--- config.mk ---
export PLATFORM = sky130hd
export DESIGN_NAME = dsf_decoder
export DESIGN_NICKNAME = d
export VERILOG_FILES = /design/src/rtl/dsf_pkg.sv /design/src/rtl/dsf_decoder.sv /design/src/rtl/dsf_sync.sv
export SDC_FILE = /design/constraint.sdc
export NUM_CORES = 1
export LEC_CHECK = 0
export BUFFER_PORTS_ARGS = -buffer_cell sky130_fd_sc_hd__buf_2
export CAP_MARGIN = 20
export CORE_MARGIN = 1.5
export CORE_UTILIZATION = 55
export CTS_CLUSTER_DIAMETER = 40
export DETAILED_ROUTE_END_ITERATION = 10
export PLACE_DENSITY = 0.8
export SLEW_MARGIN = 20
export SYNTH_ARGS = -nofsm -noshare
export SYNTH_HDL_FRONTEND = slang
export SYNTH_SLANG_ARGS = --single-unit
--- constraint.sdc ---
create_clock -name mclk -period 3.1 [get_ports mclk]
set_clock_uncertainty 0.05 [all_clocks]
set_input_delay 0.62 -clock mclk [delete_from_list [all_inputs] [get_ports mclk]]
set_output_delay 0.62 -clock mclk [all_outputs]
set_load 0.05 [all_outputs]
--- src/rtl/dsf_pkg.sv ---
// Constants and types shared by the special-function decoder
package dsf_pkg;

	// ==========================================================
	// Serial frame layout
	localparam int unsigned FRAME_BITS  = 24;
	localparam int unsigned CNT_W       = 5;
	localparam logic [4:0]  FRAME_COUNT = 5'h18;
	localparam logic [4:0]  CNT_MAX     = 5'h1f;
	localparam int unsigned MODE_HI     = 23;
	localparam int unsigned MODE_LO     = 22;
	localparam int unsigned FUNC_HI     = 21;
	localparam int unsigned FUNC_LO     = 16;
	localparam logic [1:0]  MODE_SPECIAL = 2'h0;

	// ==========================================================
	// Special-function codes handled here
	localparam logic [5:0] FN_NOP       = 6'h00;
	localparam logic [5:0] FN_RB_SELECT = 6'h05;
	localparam logic [5:0] FN_SEL0      = 6'h06;
	localparam logic [5:0] FN_SEL1      = 6'h07;
	localparam logic [5:0] FN_SEL_BLOCK = 6'h0b;
	localparam logic [5:0] FN_MONITOR   = 6'h0c;
	localparam logic [5:0] FN_GPIO      = 6'h0d;

	// ==========================================================
	// Data field positions
	localparam int unsigned MON_EN_BIT   = 5;
	localparam int unsigned MON_PIN_BIT  = 4;
	localparam int unsigned GPIO_DIR_BIT = 1;
	localparam int unsigned GPIO_VAL_BIT = 0;
	localparam int unsigned RB_CODE_HI   = 15;
	localparam int unsigned RB_CODE_LO   = 7;
	localparam int unsigned RB_PFX_LO    = 13;
	localparam int unsigned RB_CHAN_HI   = 12;

	// ==========================================================
	// Readback address codes, F15..F7
	localparam logic [2:0] RB_PFX_DATA_A = 3'h0;
	localparam logic [2:0] RB_PFX_DATA_B = 3'h1;
	localparam logic [2:0] RB_PFX_OFSTRM = 3'h2;
	localparam logic [2:0] RB_PFX_GAIN   = 3'h3;
	localparam logic [8:0] RB_CODE_CTRL  = 9'h101;
	localparam logic [8:0] RB_CODE_GROUP0_OFFSET_LEVEL  = 9'h102;
	localparam logic [8:0] RB_CODE_GROUP1_OFFSET_LEVEL  = 9'h103;
	localparam logic [8:0] RB_CODE_SEL0  = 9'h106;
	localparam logic [8:0] RB_CODE_SEL1  = 9'h107;
	localparam logic [8:0] RB_CODE_GPIO  = 9'h10b;

	// ==========================================================
	// Reset values
	localparam logic [7:0] SEL_RST      = 8'h00;
	localparam logic [3:0] MON_CHAN_RST = 4'h0;
	localparam logic [3:0] PIN_SYNC_RST = 4'h6;

	// Source of the word shifted out on the next frame
	typedef enum logic [3:0] {
		RB_NONE   = 4'b0000,
		RB_DATA_A = 4'b0001,
		RB_DATA_B = 4'b0010,
		RB_OFSTRM = 4'b0011,
		RB_GAIN   = 4'b0100,
		RB_CTRL   = 4'b0101,
		RB_GROUP0_OFFSET_LEVEL   = 4'b0110,
		RB_GROUP1_OFFSET_LEVEL   = 4'b0111,
		RB_SEL0   = 4'b1000,
		RB_SEL1   = 4'b1001,
		RB_GPIO   = 4'b1010,
		RB_RSVD   = 4'b1011
	} dsf_rb_type;

endpackage

--- src/rtl/dsf_decoder.sv ---
// Serial special-function decoder: select, monitor, pin and readback
//
// Function
// - Block select write loads every select bit of both registers with data.
// - Monitor command: F5 high enables monitor output, low disables it.
// - Monitor command with F4 high routes a monitor pin, chosen by F0.
// - Monitor command with F4 low routes DAC channel F3:F0 to monitor.
// - With pin source chosen, bits F3 to F1 are ignored.
// - F4 and F5 high: F0 low picks pin 0, high picks pin 1.
// - Pin command with F1 high makes pin an output driving F0.
// - Pin command with F1 low makes pin an input; readback shows level.
// - Readback select ignores data bits F6 to F0.
// - Readback code 100001011 returns the pin state in bit F0.
// - Codes 100000110/111 return select registers; other unnamed codes with F15 high are reserved.
// - A zero select bit makes its channel use the data-A register.
// - A one picks data-B; register 0 serves DAC 3..0, register 1 DAC 7..4.
// - Single select write loads F3..F0 into the addressed select register.
// - Readback-select function carries the readback address code in its data.
`timescale 1ns/1ps
`default_nettype none

module dsf_decoder #(
	parameter int unsigned CHANNELS = 8,
	parameter int unsigned DATA_W   = 16
) (
	input  wire logic                mclk,
	input  wire logic                rst,
	input  wire logic                sclk,
	input  wire logic                sync_n,
	input  wire logic                sdi,
	input  wire logic                gpio_i,
	input  wire logic [DATA_W-1:0]   ctrl_rdata,
	input  wire logic [DATA_W-1:0]   group0_offset_level_rdata,
	input  wire logic [DATA_W-1:0]   group1_offset_level_rdata,
	input  wire logic [DATA_W-1:0]   chan_rdata,
	output var  logic                sdo,
	output var  logic [CHANNELS-1:0] chan_use_b,
	output var  logic                mon_enable,
	output var  logic                mon_from_pin,
	output var  logic                mon_pin_sel,
	output var  logic [3:0]          mon_chan,
	output var  logic                gpio_o,
	output var  logic                gpio_oe,
	output var  logic [3:0]          rb_src,
	output var  logic [5:0]          rb_chan_addr,
	output var  logic [23:0]         cmd_word,
	output var  logic                cmd_strobe
);

	// ==========================================================
	// Pin synchronisation and edge detection
	logic [3:0] pins_s;
	logic       sclk_s;
	logic       sync_n_s;
	logic       sdi_s;
	logic       gpio_s;
	logic       sclk_d_ff;
	logic       sync_n_d_ff;

	dsf_sync #(
		.W       (4),
		.RST_VAL (dsf_pkg::PIN_SYNC_RST)
	) u_sync (
		.mclk (mclk),
		.rst  (rst),
		.d    ({gpio_i, sdi, sync_n, sclk}),
		.q    (pins_s)
	);

	assign sclk_s   = pins_s[0];
	assign sync_n_s = pins_s[1];
	assign sdi_s    = pins_s[2];
	assign gpio_s   = pins_s[3];

	// Delayed copies for edge detection, read from synchronised stage
	always_ff @(posedge mclk) begin
		if (rst) begin
			sclk_d_ff   <= 1'b0;
			sync_n_d_ff <= 1'b1;
		end else begin
			sclk_d_ff   <= sclk_s;
			sync_n_d_ff <= sync_n_s;
		end
	end

	logic sclk_fall;
	logic sync_fall;
	logic sync_rise;
	logic shift_en;

	assign sclk_fall = sclk_d_ff & ~sclk_s;
	assign sync_fall = sync_n_d_ff & ~sync_n_s;
	assign sync_rise = ~sync_n_d_ff & sync_n_s;
	assign shift_en  = sclk_fall & ~sync_n_s;

	// ==========================================================
	// Receive shift register and bit counter
	logic [23:0]              rx_ff;
	logic [dsf_pkg::CNT_W-1:0] cnt_ff;
	logic [dsf_pkg::CNT_W-1:0] nxt_cnt;

	// Counter saturates so an overlong frame never aliases to 24
	assign nxt_cnt = sync_fall ? '0 :
		(shift_en && cnt_ff != dsf_pkg::CNT_MAX) ? cnt_ff + 1'b1 : cnt_ff;

	always_ff @(posedge mclk) begin
		if (rst) begin
			rx_ff  <= '0;
			cnt_ff <= '0;
		end else begin
			rx_ff  <= shift_en ? {rx_ff[22:0], sdi_s} : rx_ff;
			cnt_ff <= nxt_cnt;
		end
	end

	// ==========================================================
	// Frame decode, acted on when the frame closes
	logic        frame_ok;
	logic        special;
	logic [5:0]  func;
	logic [15:0] fdata;
	logic        wr_sel0;
	logic        wr_sel1;
	logic        wr_block;
	logic        wr_mon;
	logic        wr_gpio;
	logic        wr_rbsel;

	assign frame_ok = sync_rise & (cnt_ff == dsf_pkg::FRAME_COUNT);
	assign special  = frame_ok & (rx_ff[dsf_pkg::MODE_HI:dsf_pkg::MODE_LO] == dsf_pkg::MODE_SPECIAL);
	assign func     = rx_ff[dsf_pkg::FUNC_HI:dsf_pkg::FUNC_LO];
	assign fdata    = rx_ff[15:0];
	assign wr_sel0  = special & (func == dsf_pkg::FN_SEL0);
	assign wr_sel1  = special & (func == dsf_pkg::FN_SEL1);
	assign wr_block = special & (func == dsf_pkg::FN_SEL_BLOCK);
	assign wr_mon   = special & (func == dsf_pkg::FN_MONITOR);
	assign wr_gpio  = special & (func == dsf_pkg::FN_GPIO);
	assign wr_rbsel = special & (func == dsf_pkg::FN_RB_SELECT);

	// ==========================================================
	// Source select registers
	logic [7:0] sel0_ff;
	logic [7:0] sel1_ff;
	logic [7:0] nxt_sel0;
	logic [7:0] nxt_sel1;

	// Single writes keep the reserved upper bits as they were
	assign nxt_sel0 = wr_block ? fdata[7:0] :
		wr_sel0 ? {sel0_ff[7:4], fdata[3:0]} : sel0_ff;
	assign nxt_sel1 = wr_block ? fdata[7:0] :
		wr_sel1 ? {sel1_ff[7:4], fdata[3:0]} : sel1_ff;

	always_ff @(posedge mclk) begin
		if (rst) begin
			sel0_ff <= dsf_pkg::SEL_RST;
			sel1_ff <= dsf_pkg::SEL_RST;
		end else begin
			sel0_ff <= nxt_sel0;
			sel1_ff <= nxt_sel1;
		end
	end

	// Per-channel A/B choice: low half from register 0, upper from 1
	genvar gi;
	generate
		for (gi = 0; gi < CHANNELS; gi++) begin : g_chan
			if (gi < 4) begin : g_lo
				assign chan_use_b[gi] = sel0_ff[gi];
			end else begin : g_hi
				assign chan_use_b[gi] = sel1_ff[gi - 4];
			end
		end
	endgenerate

	// ==========================================================
	// Monitor multiplexer control
	logic       mon_en_ff;
	logic       mon_pin_ff;
	logic       mon_psel_ff;
	logic [3:0] mon_chan_ff;
	logic       use_pin;

	assign use_pin = fdata[dsf_pkg::MON_PIN_BIT];

	// Channel field held while a pin source is chosen
	always_ff @(posedge mclk) begin
		if (rst) begin
			mon_en_ff   <= 1'b0;
			mon_pin_ff  <= 1'b0;
			mon_psel_ff <= 1'b0;
			mon_chan_ff <= dsf_pkg::MON_CHAN_RST;
		end else if (wr_mon) begin
			mon_en_ff   <= fdata[dsf_pkg::MON_EN_BIT];
			mon_pin_ff  <= use_pin;
			mon_psel_ff <= use_pin ? fdata[0] : mon_psel_ff;
			mon_chan_ff <= use_pin ? mon_chan_ff : fdata[3:0];
		end
	end

	assign mon_enable   = mon_en_ff;
	assign mon_from_pin = mon_pin_ff;
	assign mon_pin_sel  = mon_psel_ff;
	assign mon_chan     = mon_chan_ff;

	// ==========================================================
	// General-purpose pin
	logic gpio_oe_ff;
	logic gpio_out_ff;
	logic gpio_level;

	always_ff @(posedge mclk) begin
		if (rst) begin
			gpio_oe_ff  <= 1'b0;
			gpio_out_ff <= 1'b0;
		end else if (wr_gpio) begin
			gpio_oe_ff  <= fdata[dsf_pkg::GPIO_DIR_BIT];
			gpio_out_ff <= fdata[dsf_pkg::GPIO_VAL_BIT] & fdata[dsf_pkg::GPIO_DIR_BIT];
		end
	end

	assign gpio_o  = gpio_out_ff;
	assign gpio_oe = gpio_oe_ff;
	// Output mode reads back the driven value, input mode the pin
	assign gpio_level = gpio_oe_ff ? gpio_out_ff : gpio_s;

	// ==========================================================
	// Readback address decode; F6..F0 never looked at
	logic [8:0]             rb_code;
	logic [2:0]             rb_pfx;
	dsf_pkg::dsf_rb_type    rb_dec;
	dsf_pkg::dsf_rb_type    rb_src_ff;
	logic [5:0]             rb_chan_ff;

	assign rb_code = fdata[dsf_pkg::RB_CODE_HI:dsf_pkg::RB_CODE_LO];
	assign rb_pfx  = fdata[dsf_pkg::RB_CODE_HI:dsf_pkg::RB_PFX_LO];
	assign rb_dec  =
		(rb_pfx == dsf_pkg::RB_PFX_DATA_A) ? dsf_pkg::RB_DATA_A :
		(rb_pfx == dsf_pkg::RB_PFX_DATA_B) ? dsf_pkg::RB_DATA_B :
		(rb_pfx == dsf_pkg::RB_PFX_OFSTRM) ? dsf_pkg::RB_OFSTRM :
		(rb_pfx == dsf_pkg::RB_PFX_GAIN)   ? dsf_pkg::RB_GAIN   :
		(rb_code == dsf_pkg::RB_CODE_CTRL) ? dsf_pkg::RB_CTRL   :
		(rb_code == dsf_pkg::RB_CODE_GROUP0_OFFSET_LEVEL) ? dsf_pkg::RB_GROUP0_OFFSET_LEVEL   :
		(rb_code == dsf_pkg::RB_CODE_GROUP1_OFFSET_LEVEL) ? dsf_pkg::RB_GROUP1_OFFSET_LEVEL   :
		(rb_code == dsf_pkg::RB_CODE_SEL0) ? dsf_pkg::RB_SEL0   :
		(rb_code == dsf_pkg::RB_CODE_SEL1) ? dsf_pkg::RB_SEL1   :
		(rb_code == dsf_pkg::RB_CODE_GPIO) ? dsf_pkg::RB_GPIO   :
		dsf_pkg::RB_RSVD;

	// Source armed until the next frame opens, then dropped; channel address kept
	always_ff @(posedge mclk) begin
		if (rst) begin
			rb_src_ff  <= dsf_pkg::RB_NONE;
			rb_chan_ff <= '0;
		end else if (wr_rbsel) begin
			rb_src_ff  <= rb_dec;
			rb_chan_ff <= fdata[dsf_pkg::RB_CHAN_HI:dsf_pkg::RB_CODE_LO];
		end else if (sync_fall) begin
			rb_src_ff  <= dsf_pkg::RB_NONE;
		end
	end

	assign rb_src       = rb_src_ff;
	assign rb_chan_addr = rb_chan_ff;

	// ==========================================================
	// Readback word and transmit shift register
	logic [15:0] rb_data;
	logic [23:0] tx_ff;
	logic [23:0] nxt_tx;

	// Reserved codes and idle frames shift out zeros
	assign rb_data =
		(rb_src_ff == dsf_pkg::RB_DATA_A || rb_src_ff == dsf_pkg::RB_DATA_B ||
		 rb_src_ff == dsf_pkg::RB_OFSTRM || rb_src_ff == dsf_pkg::RB_GAIN) ? chan_rdata :
		(rb_src_ff == dsf_pkg::RB_CTRL) ? ctrl_rdata :
		(rb_src_ff == dsf_pkg::RB_GROUP0_OFFSET_LEVEL) ? group0_offset_level_rdata :
		(rb_src_ff == dsf_pkg::RB_GROUP1_OFFSET_LEVEL) ? group1_offset_level_rdata :
		(rb_src_ff == dsf_pkg::RB_SEL0) ? {8'h00, sel0_ff} :
		(rb_src_ff == dsf_pkg::RB_SEL1) ? {8'h00, sel1_ff} :
		(rb_src_ff == dsf_pkg::RB_GPIO) ? {15'h0000, gpio_level} :
		16'h0000;

	// Word loaded as the frame opens, MSB first, advanced per falling edge
	assign nxt_tx = sync_fall ? {8'h00, rb_data} :
		shift_en ? {tx_ff[22:0], 1'b0} : tx_ff;

	always_ff @(posedge mclk) begin
		if (rst) begin
			tx_ff <= '0;
		end else begin
			tx_ff <= nxt_tx;
		end
	end

	assign sdo = tx_ff[23];

	// ==========================================================
	// Every complete frame is offered to the rest of the device
	logic [23:0] cmd_word_ff;
	logic        cmd_strobe_ff;

	always_ff @(posedge mclk) begin
		if (rst) begin
			cmd_word_ff   <= '0;
			cmd_strobe_ff <= 1'b0;
		end else begin
			cmd_word_ff   <= frame_ok ? rx_ff : cmd_word_ff;
			cmd_strobe_ff <= frame_ok;
		end
	end

	assign cmd_word   = cmd_word_ff;
	assign cmd_strobe = cmd_strobe_ff;

endmodule

`default_nettype wire

--- src/rtl/dsf_sync.sv ---
// Two-stage synchroniser for pin inputs
`timescale 1ns/1ps
`default_nettype none

module dsf_sync #(
	parameter int unsigned  W       = 4,
	parameter logic [W-1:0] RST_VAL = '0
) (
	input  wire logic         mclk,
	input  wire logic         rst,
	input  wire logic [W-1:0] d,
	output var  logic [W-1:0] q
);

	logic [W-1:0] meta_ff;

	// ==========================================================
	// First stage feeds only the second stage
	always_ff @(posedge mclk) begin
		if (rst) begin
			meta_ff <= RST_VAL;
			q       <= RST_VAL;
		end else begin
			meta_ff <= d;
			q       <= meta_ff;
		end
	end

endmodule

`default_nettype wire

==> results of run 1 <==
-- where the power goes --
group          internal [mW]  switching, mW  total, mW
combinational         0.0546         0.0615      0.116
clock                   1.33          0.712       2.04
sequential              1.55        0.00866       1.55
-- worst paths after layout --
check	end	slack (ns)	cells past startpoint
worst max-delay path	rb_src[1]	0.65	2
worst min-delay path	u_sync.meta_ff[2]$_SDFF_PP1_	0.23	2
worst max register to register	rb_src[1]$_SDFFE_PP0P_	0.85	7
worst min register to register	u_sync.q[1]$_SDFF_PP1_	0.36	1
-- metrics by stage --
stage | util (%) | cells | power [mW] | hold WS (ns)
2_1_floorplan | - | 669 | 1.64 | 0.339
3_3_place_gp | 63.5 | 871 | 1.70 | 0.343
3_5_place_dp | 63.5 | 871 | 1.70 | 0.344
4_1_cts | 70.2 | 903 | 3.73 | 0.223
5_1_grt | 70.2 | 903 | 3.82 | 0.225
6_report | 70.2 | 903 | 3.71 | 0.234
-- synth_stat cells, drive strengths merged, types with 8 or more instances --
cell type / n / area (um^2)
nor3: 8 / 66.3
buf: 17 / 116
dfxtp: 119 / 2380
a221oi: 12 / 105
nor2: 34 / 128
o21ai: 27 / 135
a21oi: 94 / 470
mux2i: 30 / 300
nand2: 181 / 679
nor2b: 11 / 68.8
nand3: 11 / 55.1
clkbuf: 42 / 159
or2: 9 / 58.8
-- critical path: cells and delay by family, from the launching register on --
kind | cells | cell delay, ns
flip-flops | 1 | 0.62
buffers and inverters | 2 | 0.64
-- registers in the layout (all words and copies together) (netlist names), 4 cells and up --
name	cells
cmd_word	24
cnt_ff	5
mon_chan	4
rb_chan_addr	6
rb_src	4
rx_ff	24
sel0_ff	8
sel1_ff	4
tx_ff	24
u_sync.meta_ff	4
u_sync.q	4
-- layout make-up --
class	instances	area, um^2	area share [%]
clock buffers	18	428	6.54
clock inverters	14	198	3.02
inverters	7	26.3	0.401
multi-input cells	484	2660	40.7
flip-flops and latches	119	2380	36.4
well taps	129	161	2.47
repair buffers	132	688	10.5
-- metal layers --
layer  part of all wire (%)  vias up
met5                      0        -
met2                     48      224
met3                    7.3       37
met1                     42     2455
li1                       -     2477
met4                    2.5        0
-- kinds of logic after synthesis --
group | count (synthesis) | synth area share, %
buf+inv | 66 | 5.65
fa+ha+maj | 3 | 0.703
mux | 32 | 6.04
compound gates | 166 | 18.5
xor+xnor | 4 | 0.656
flops | 119 | 44.6
simple gates | 279 | 23.8
==> impl_results.md, run 1 <==
* Fillers at 729
* Post-cts resize count at 0
* Largest net degree at the start of global routing at 57
* CP max-delay cell: dfxtp_1
* CP Cell Sequence: buf_4, buf_2
* Global Route met1 Usage at 35.5%
* Postcts setup bufs at 0
* First-pass GRT wire length at 22800 um
* Synth Register Bits at 119
* Design area at ~6500 um^2
* Number of antenna diodes at 0
* WS Path Type: reg2out
* Worst vdd ir at 0.000363 V
* Post-synth EDFFs at 0
* Leak at 2.48 nW
* # IOs at 123
* Grt total ovfl at 0
* CTS Hold Bufs at 0
* Synth warnings at 0
* Drc violations at 0
* Clk buf depth at 2
* Final Routed Wirelength at roughly 14000 um
* CTS buffer count at 17
* CP arrival at 1.78 ns
* Worst Hold Class: in2reg
* Die height at 102 um
* Pre-CTS WS at 0.960 ns
* Met2 usage at 47.8%
* Drt pass-1 iters at 5
* Post-synth cell types at just over 60
* Core area at 9330 um^2
* Fin crit period at about 2.4 ns
* Crit-path max cell delay at 0.62 ns
* Synth async-reset ratio at 0%
* Cell count after synthesis at 669
* Antenna viol nets, final at 0
* Site Rows at 35
* Dpl cell area at a little under 6000 um^2
* Final worst slack at 0.652 ns
* Die X at ~100 um
* Critical path startpoint: rb_src[1]$_SDFFE_PP0P_
* MaxCap Viol Count at 0
* Clock sink total at 119
* Initial antenna violation count at 0
* Crit path launch type: flip-flop
* Nets at ~830
* Clock H-tree levels at 4
* Gpl congestion at 0.893
* Clock Latency Late Sink at 0.52 ns
* Most used routing layer: met2
* Critical path fanouts, max at 18
* Worst endpoint required time at 2.43 ns
* Vias in the first global route at 4943
* Root Driver: clkbuf_8
* Setup TNS at 0 ns
* Fmax at 409 MHz
* Share of cells above drive strength 1 at 24.5%
* CTS tree: yes
* Worst slew pin tran at 0.902 ns
* Total global-route track usage at around 28%
* Outcome: finished, final reports clean
* Top FF cell, synth: dfxtp_1
* Clk slew on worst S/H paths at ~0.060 ns
* Port Buffers at 122
* Slew HR at between 30% and 40%
* Syn avg cell area at 7.98 um^2
* Pwr Density at 567 nW/um^2
* Reg2reg start: cnt_ff[0]$_SDFFE_PP0P_
* Syn Nets at ~740
* DR vias at 5193
* Drt via density at 5.75
* CP endpoint kind: primary output
* Detailed Place HPWL at 9670 um
* Synthesized cell area at 5340 um^2
* Post-route clock period utilization at 79.0%
* Sequential area share after synthesis at 44.6%
* Die ar. at between 10000 and 15000 um^2
* Initial Util at 57.3%
* Most frequent cells in the layout: 181 x nand2_1, 121 x buf_2, 119 x dfxtp_1
* Hold Path Origin: sdi
* Fin. max-slew vios at 0
* RSZ-0062 raised after global routing: false
* Commonest non-fill, non-tap cell in the layout: nand2_1
* Area Overhead vs Synth at 22.6%
* # setup viols final at 0
* Met3 global-route usage at 5.59%
* Final Hold Violating Endpoints at 0
* Post-DR wirelength/cell at about 16 um
* 1st-iter DRT viols at between 400 and 500
No activity file was read; power rests on OpenSTA's default activity.
==> run 2, diff against run 1 <==
--- a/config.mk
+++ b/config.mk
@@ -8,10 +8,10 @@
 export BUFFER_PORTS_ARGS = -buffer_cell sky130_fd_sc_hd__buf_2
 export CAP_MARGIN = 20
 export CORE_MARGIN = 1.5
-export CORE_UTILIZATION = 55
+export CORE_UTILIZATION = 49
 export CTS_CLUSTER_DIAMETER = 40
 export DETAILED_ROUTE_END_ITERATION = 10
-export PLACE_DENSITY = 0.8
+export PLACE_DENSITY = 0.75
 export SLEW_MARGIN = 20
 export SYNTH_ARGS = -nofsm -noshare
 export SYNTH_HDL_FRONTEND = slang
==> constraint.sdc (replaced) <==
create_clock -name mclk -period 2.2 [get_ports mclk]
set_clock_uncertainty 0.05 [all_clocks]
set_input_delay 0.44 -clock mclk [delete_from_list [all_inputs] [get_ports mclk]]
set_output_delay 0.44 -clock mclk [all_outputs]
set_load 0.05 [all_outputs]
==> run 2 against run 1 <==
- critical path depth rose by 5
- register-to-register slack got worse by 0.64 ns
- setup slack got worse by 0.44 ns
- final cell count rose by 2.2%
- design area rose by 1.3%
- highest routed layer unchanged
==> impl_results.md, run 2 (synthesis gave the netlist of run 1 again) <==
* Die height at 107 um (+5.8%)
* Postcts setup bufs at 0 (unchanged)
* CTS buffer count at 17 (unchanged)
* Dpl cell area at 6080 um^2 (+2.7%)
* Clk buf depth at 2 (unchanged)
* Die X at 107 um (+5.8%)
* Commonest non-fill, non-tap cell in the layout: nand2_1
* Critical path fanouts, max at 4 (-14)
* DR vias at 5194 (+0.019%)
* Post-DR wirelength/cell at 15.7 um (-0.35%)
* Core area at 10500 um^2 (+12%)
* Hold Path Origin: sync_n
* Top sig layer: met4
* M1 WL at 6070 um (+1.4%)
* Reg2reg path depth at 7 (unchanged)
* Clock H-tree levels at 4 (unchanged)
* Number of antenna diodes at 0 (unchanged)
* Fin. max-slew vios at 0 (unchanged)
* Met3 WL at 1090 um (+4.0%)
* Die ar. at 11500 um^2 (+12%)
* CP endpoint kind: flip-flop
* Worst slew pin tran at 0.528 ns (-0.374 ns)
* R2r setup slk at 0.21 ns (-0.64 ns)
* Drt pass-1 iters at 5 (unchanged)
* Most frequent cells in the layout: 181 x nand2_1, 121 x buf_2, 119 x dfxtp_1
* Fin crit period at 1.99 ns
* Hold slack at 0.0536 ns (-0.180 ns)
* First-pass GRT wire length at 23100 um (+1.3%)
* Fin util at 63.4% (-6.8 points)
* Final Routed Wirelength at 14500 um (+1.9%)
* MaxCap Viol Count at 0 (unchanged)
* Area Overhead vs Synth at 24.1%
* Detailed Place HPWL at 9970 um (+3.0%)
* Largest net degree at the start of global routing at 61 (+7.0%)
* Hold EP: u_sync.meta_ff[1]$_SDFF_PP1_
* Clock Latency Late Sink at 0.52 ns (about the same)
* Root Driver: clkbuf_8
* Worst Hold Class: in2reg
* Worst hold path depth at 2 (unchanged)
* Drc violations at 0 (unchanged)
* Fmax at 503 MHz
* Total global-route track usage at 25.8% (-2.7 points)
* Routed length on met2 at 7040 um (+2.5%)
* Reg2reg start: cnt_ff[0]$_SDFFE_PP0P_
* Worst vdd ir at 0.000438 V (+20%)
* Clk slew on worst S/H paths at 0.06 ns (about the same)
* Site Rows at 37 (+5.7%)
* Final Hold Violating Endpoints at 0 (unchanged)
* Nets at 849 (+1.8%)
* Leak at 2.53 nW (+2.3%)
* Setup TNS at 0 ns (unchanged)
* Vias in the first global route at 4878 (-1.3%)
* Final Non-Filler Cells at 923 (+2.2%)
* Pwr Density at 741 nW/um^2 (+31%)
* Fillers at 919 (+26%)
* Initial Util at 51.1% (-6.2 points)
* Gpl congestion at 0.857 (-4.0%)
* 1st-iter DRT viols at 432 (+1.2%)
* Post-route clock period utilization at 90.3%
* Port Buffers at 122 (unchanged)
* RSZ-0062 raised after global routing: false
* Initial antenna violation count at 0 (unchanged)
* Grt total ovfl at 0 (unchanged)
* WS Path Type: reg2reg
* Crit path launch type: flip-flop
* # IOs at 123 (unchanged)
* Slew HR at 64.8% (+25 points)
* Design area at 6630 um^2 (+1.3%)
* RR Endpoint: sel1_ff[2]$_SDFFE_PP0P_
* CTS tree: yes
* # setup viols final at 0 (unchanged)
* Antenna viol nets, final at 0 (unchanged)
* Outcome: finished, final reports clean
* Share of cells above drive strength 1 at 25.9% (+1.4 points)
* Clock sink total at 119 (unchanged)
* CP arrival at 2.34 ns (+0.56 ns)
* Placed insts at 893 (+2.5%)
* Worst endpoint required time at 2.55 ns (+0.12 ns)
* Drt via density at 5.63 (-2.1%)
[run 2: changes by cell type in the layout (fill, tap and decap cells not counted), sizes merged]
cell	delta
inv	-1
buf	+15
clkbuf	-1
clkinv	+1
bufinv	-2
clkinvlp	+1
[run 2: worst max-delay path by stage]
stage / slack, ns / end / start
after floorplan: 0.14 / tx_ff[12]$_SDFFE_PP0P_ / rb_src[1]$_SDFFE_PP0P_
after global placement: 0.29 / mon_chan[0]$_SDFFE_PP0P_ / cnt_ff[0]$_SDFFE_PP0P_
after detailed placement: 0.18 / sel0_ff[2]$_SDFFE_PP0P_ / cnt_ff[0]$_SDFFE_PP0P_
after CTS: 0.14 / sel0_ff[2]$_SDFFE_PP0P_ / cnt_ff[0]$_SDFFE_PP0P_
after global routing: 0.08 / sel0_ff[0]$_SDFFE_PP0P_ / cnt_ff[0]$_SDFFE_PP0P_
final: 0.21 / sel1_ff[2]$_SDFFE_PP0P_ / cnt_ff[0]$_SDFFE_PP0P_
[run 2: where the power goes]
| part | total (mW) | switching [mW] | internal [mW] | leakage [nW] |
|---|---|---|---|---|
| sequential | 2.19 | 0.0116 | 2.18 | 0.962 |
| clock | 2.56 | 0.966 | 1.59 | 0.265 |
| combinational | 0.165 | 0.0847 | 0.0806 | 1.31 |
| total | 4.91 | 1.06 | 3.85 | 2.53 |
[run 2: worst max-delay path, stage by stage, from the launching register on]
cell	delay, ns
dfxtp_1	0.35
inv_1	0.09
ha_1	0.15
nor2b_2	0.21
nand4_2	0.21
nor3_2	0.47
mux2i_1	0.27
nor2_1	0.06
[run 2: final cells by class]
type	count	area, um^2	area share [%]
sequential	119	2380	35.9
timing repair buffer	147	838	12.6
multi-input combinational	484	2670	40.2
inverter	7	26.3	0.396
tap	136	170	2.57
clock buffer	17	414	6.25
clock inverter	13	134	2.02
[run 2: stage by stage]
step | total power [mW] | setup WS (ns)
after floorplan | 2.31 | 0.141
after global placement | 2.39 | 0.291
after detailed placement | 2.40 | 0.179
after CTS | 4.94 | 0.142
after global routing | 5.06 | 0.0766
final | 4.91 | 0.213
[run 2: repair_timing]
item,in CTS,in global routing
resized for setup,0,1
endpoints found under the setup margin,0,11
hold buffers,0,0
[run 2: routing by layer]
layer,global-route usage [%],vias to the layer above
met3,5.45,26
li1,-,2500
met5,0,-
met4,11.6,0
met1,31.6,2437
met2,43.5,231
==> run 3, diff against run 2 <==
--- a/config.mk
+++ b/config.mk
@@ -8,10 +8,10 @@
 export BUFFER_PORTS_ARGS = -buffer_cell sky130_fd_sc_hd__buf_2
 export CAP_MARGIN = 20
 export CORE_MARGIN = 1.5
-export CORE_UTILIZATION = 49
+export CORE_UTILIZATION = 55
 export CTS_CLUSTER_DIAMETER = 40
 export DETAILED_ROUTE_END_ITERATION = 10
-export PLACE_DENSITY = 0.75
+export PLACE_DENSITY = 0.8
 export SLEW_MARGIN = 20
 export SYNTH_ARGS = -nofsm -noshare
 export SYNTH_HDL_FRONTEND = slang
==> constraint.sdc (replaced) <==
create_clock -name mclk -period 2.4 [get_ports mclk]
set_clock_uncertainty 0.05 [all_clocks]
set_input_delay 0.48 -clock mclk [delete_from_list [all_inputs] [get_ports mclk]]
set_output_delay 0.48 -clock mclk [all_outputs]
set_load 0.05 [all_outputs]
==> run 3 against run 2 <==
- hold slack improved by 0.033 ns
- final cell count shrank 1.5%
- via count up 1.5%
- critical path depth shrank 5
- design area decreased by 0.23%
- utilization up 7.5 points
- combinational power fell by 8%
- sequential power down 8%
- global-route usage rose by 3.5 points
- clock-buffer cell count up 2
- non-clock buffer count is 8 lower
- sequential cell count did not move
==> impl_results.md, run 3 (synthesis gave the netlist of run 1 again) <==
* Number of antenna diodes at 0 (unchanged)
* Pwr Density at 727 nW/um^2 (-1.8%)
* Clock sink total at 119 (unchanged)
* Most frequent cells in the layout: 181 x nand2_1, 121 x buf_2, 119 x dfxtp_1
* Drt pass-1 iters at 5 (unchanged)
* Clock H-tree levels at 4 (unchanged)
* Fin. max-slew vios at 0 (unchanged)
* Clk buf depth at 2 (unchanged)
* Worst endpoint required time at 1.87 ns (-0.68 ns)
* Final Non-Filler Cells at 909 (-1.5%)
* Comb pwr share at 3.1% (-0.3 points)
* Commonest non-fill, non-tap cell in the layout: nand2_1
* CP endpoint kind: primary output
* 1st-iter DRT viols at 335 (-22%)
* Setup TNS at 0 ns (unchanged)
* WS Path Type: reg2out
* Nets at 841 (-0.94%)
* Pint at 3.80 mW (-1.2%)
* Final Routed Wirelength at 14600 um (+0.80%)
* Worst Hold Class: in2reg
* Die height at 102 um (-5.5%)
* Site Rows at 35 (-5.4%)
* Post-DR wirelength/cell at 16.1 um (+2.4%)
* Hold Path Origin: sync_n
* MaxCap Viol Count at 0 (unchanged)
* Detailed Place HPWL at 9850 um (-1.2%)
* Share of power burned in the clock network at 55.1% (+3.1 points)
* CTS tree: yes
* Fmax at 439 MHz
* Postcts setup bufs at 0 (unchanged)
* Post-cts resize count at 0 (unchanged)
* Critical path startpoint: rb_src[1]$_SDFFE_PP0P_
* Routed length on met2 at 7100 um (+0.94%)
* Seq pwr share at 41.8% (-2.8 points)
* Initial Util at 57.3% (+6.2 points)
* Post-route clock period utilization at 94.9%
* # IOs at 123 (unchanged)
* Gpl congestion at 0.901 (+5.1%)
* Outcome: finished, final reports clean
* Drc violations at 0 (unchanged)
* CTS buffer count at 17 (unchanged)
* Worst slew pin tran at 0.692 ns (+0.165 ns)
* Fin crit period at 2.28 ns
* Initial antenna violation count at 0 (unchanged)
* Total global-route track usage at 29.2% (+3.5 points)
* CP arrival at 1.75 ns (-0.59 ns)
* Drt via density at 5.80 (+3.0%)
* Vias in the first global route at 4885 (+0.14%)
* Met3 WL at 1210 um (+11%)
* Share of cells above drive strength 1 at 25.1% (-0.79 points)
* Clock Latency Late Sink at 0.52 ns (about the same)
* Clk slew on worst S/H paths at 0.06 ns (about the same)
* M1 WL at 5950 um (-2.0%)
* Crit-path max cell delay at 0.67 ns (+0.20 ns)
* Top sig layer: met4
* R2r setup slk at 0.29 ns (+0.08 ns)
* Core area at 9330 um^2 (-11%)
* Slew HR at 53.7% (-11 points)
* Port Buffers at 122 (unchanged)
* Final Hold Violating Endpoints at 0 (unchanged)
* CP Cell Sequence: buf_4, buf_2
* Die ar. at 10300 um^2 (-11%)
* Grt total ovfl at 0 (unchanged)
* RSZ-0062 raised after global routing: false
* Leak at 2.52 nW (-0.72%)
* Placed insts at 878 (-1.7%)
* CP max-delay cell: dfxtp_1
* Fin util at 70.9% (+7.5 points)
* Area Overhead vs Synth at 23.8%
* Largest net degree at the start of global routing at 57 (-6.6%)
* Critical path fanouts, max at 13 (+9)
* CTS Hold Bufs at 0 (unchanged)
* Worst vdd ir at 0.000424 V (-3.2%)
* Crit path launch type: flip-flop
* Antenna viol nets, final at 0 (unchanged)
* Reg2reg start: cnt_ff[1]$_SDFFE_PP0P_
* # setup viols final at 0 (unchanged)
* Die X at 102 um (-5.5%)
* Worst Path Buf+Inv at 2 (+1)
* Psw at 1.01 mW (-5.2%)
* Net Sw Frac at 20.9% (-0.69 points)
* Root Driver: clkbuf_8
* Top Family by Delay on Critical Path: flip-flops
* First-pass GRT wire length at 23400 um (+1.2%)
* DR vias at 5270 (+1.5%)
[run 3: cell count changes in the layout (fill, tap and decap cells not counted)]
cell,change
clkinv_2,-2
nor2b_2,-1
buf_12,-1
nor2b_1,+1
buf_4,-7
clkbuf_8,+2
clkinv_4,-1
bufinv_16,+2
[run 3: metrics by stage]
step / power, mW / cell area, um^2 / hold WS [ns] / setup slack [ns]
6_report: 4.81 / 6620 / 0.0871 / 0.123
5_1_grt: 4.91 / 6620 / 0.0853 / 0.0804
4_1_cts: 4.81 / 6620 / 0.0753 / 0.120
3_5_place_dp: 2.20 / 6000 / 0.348 / 0.302
3_3_place_gp: 2.19 / 6000 / 0.341 / 0.403
2_1_floorplan: 2.12 / 5340 / 0.339 / 0.341
[run 3: layout make-up]
cell class	instances	area [um^2]
Clock buffer	19	442
Clock inverter	12	175
Fill cell	710	2710
Inverter	7	26.3
Multi-Input combinational cell	484	2660
Sequential cell	119	2380
Tap cell	129	161
Timing Repair Buffer	139	766
[run 3: worst paths after layout]
check	end	cells after the start
max	rb_src[1]	2
min	u_sync.meta_ff[1]$_SDFF_PP1_	2
max reg2reg	rb_src[1]$_SDFFE_PP0P_	7
min reg2reg	u_sync.q[1]$_SDFF_PP1_	1
[run 3: power groups by stage]
| stage | Combinational, mW | Sequential [mW] | Clock [mW] |
|---|---|---|---|
| final | 0.151 | 2.01 | 2.65 |
| after floorplan | 0.0744 | 2.05 | 0 |
| after CTS | 0.149 | 2.01 | 2.66 |
| after detailed placement | 0.148 | 2.05 | 0 |
| after global routing | 0.164 | 2.01 | 2.74 |
| after global placement | 0.143 | 2.05 | 0 |
[run 3: layer usage]
| metal | GRT usage (%) | vias up |
|---|---|---|
| met5 | 0 | - |
| met4 | 12.6 | 0 |
| met3 | 6.76 | 40 |
| met2 | 49.1 | 253 |
| met1 | 36.0 | 2487 |
| li1 | - | 2490 |
[run 3: worst register-to-register path, delay by kind of cell, from the launching register on]
| family | cells | cell delay, ns |
|---|---|---|
| and+or+nand+nor | 3 | 1.09 |
| AOI/OAI and AO/OA | 2 | 0.36 |
| DFF | 1 | 0.35 |
| adders and majority gates | 1 | 0.12 |
| buffers and inverters | 1 | 0.07 |
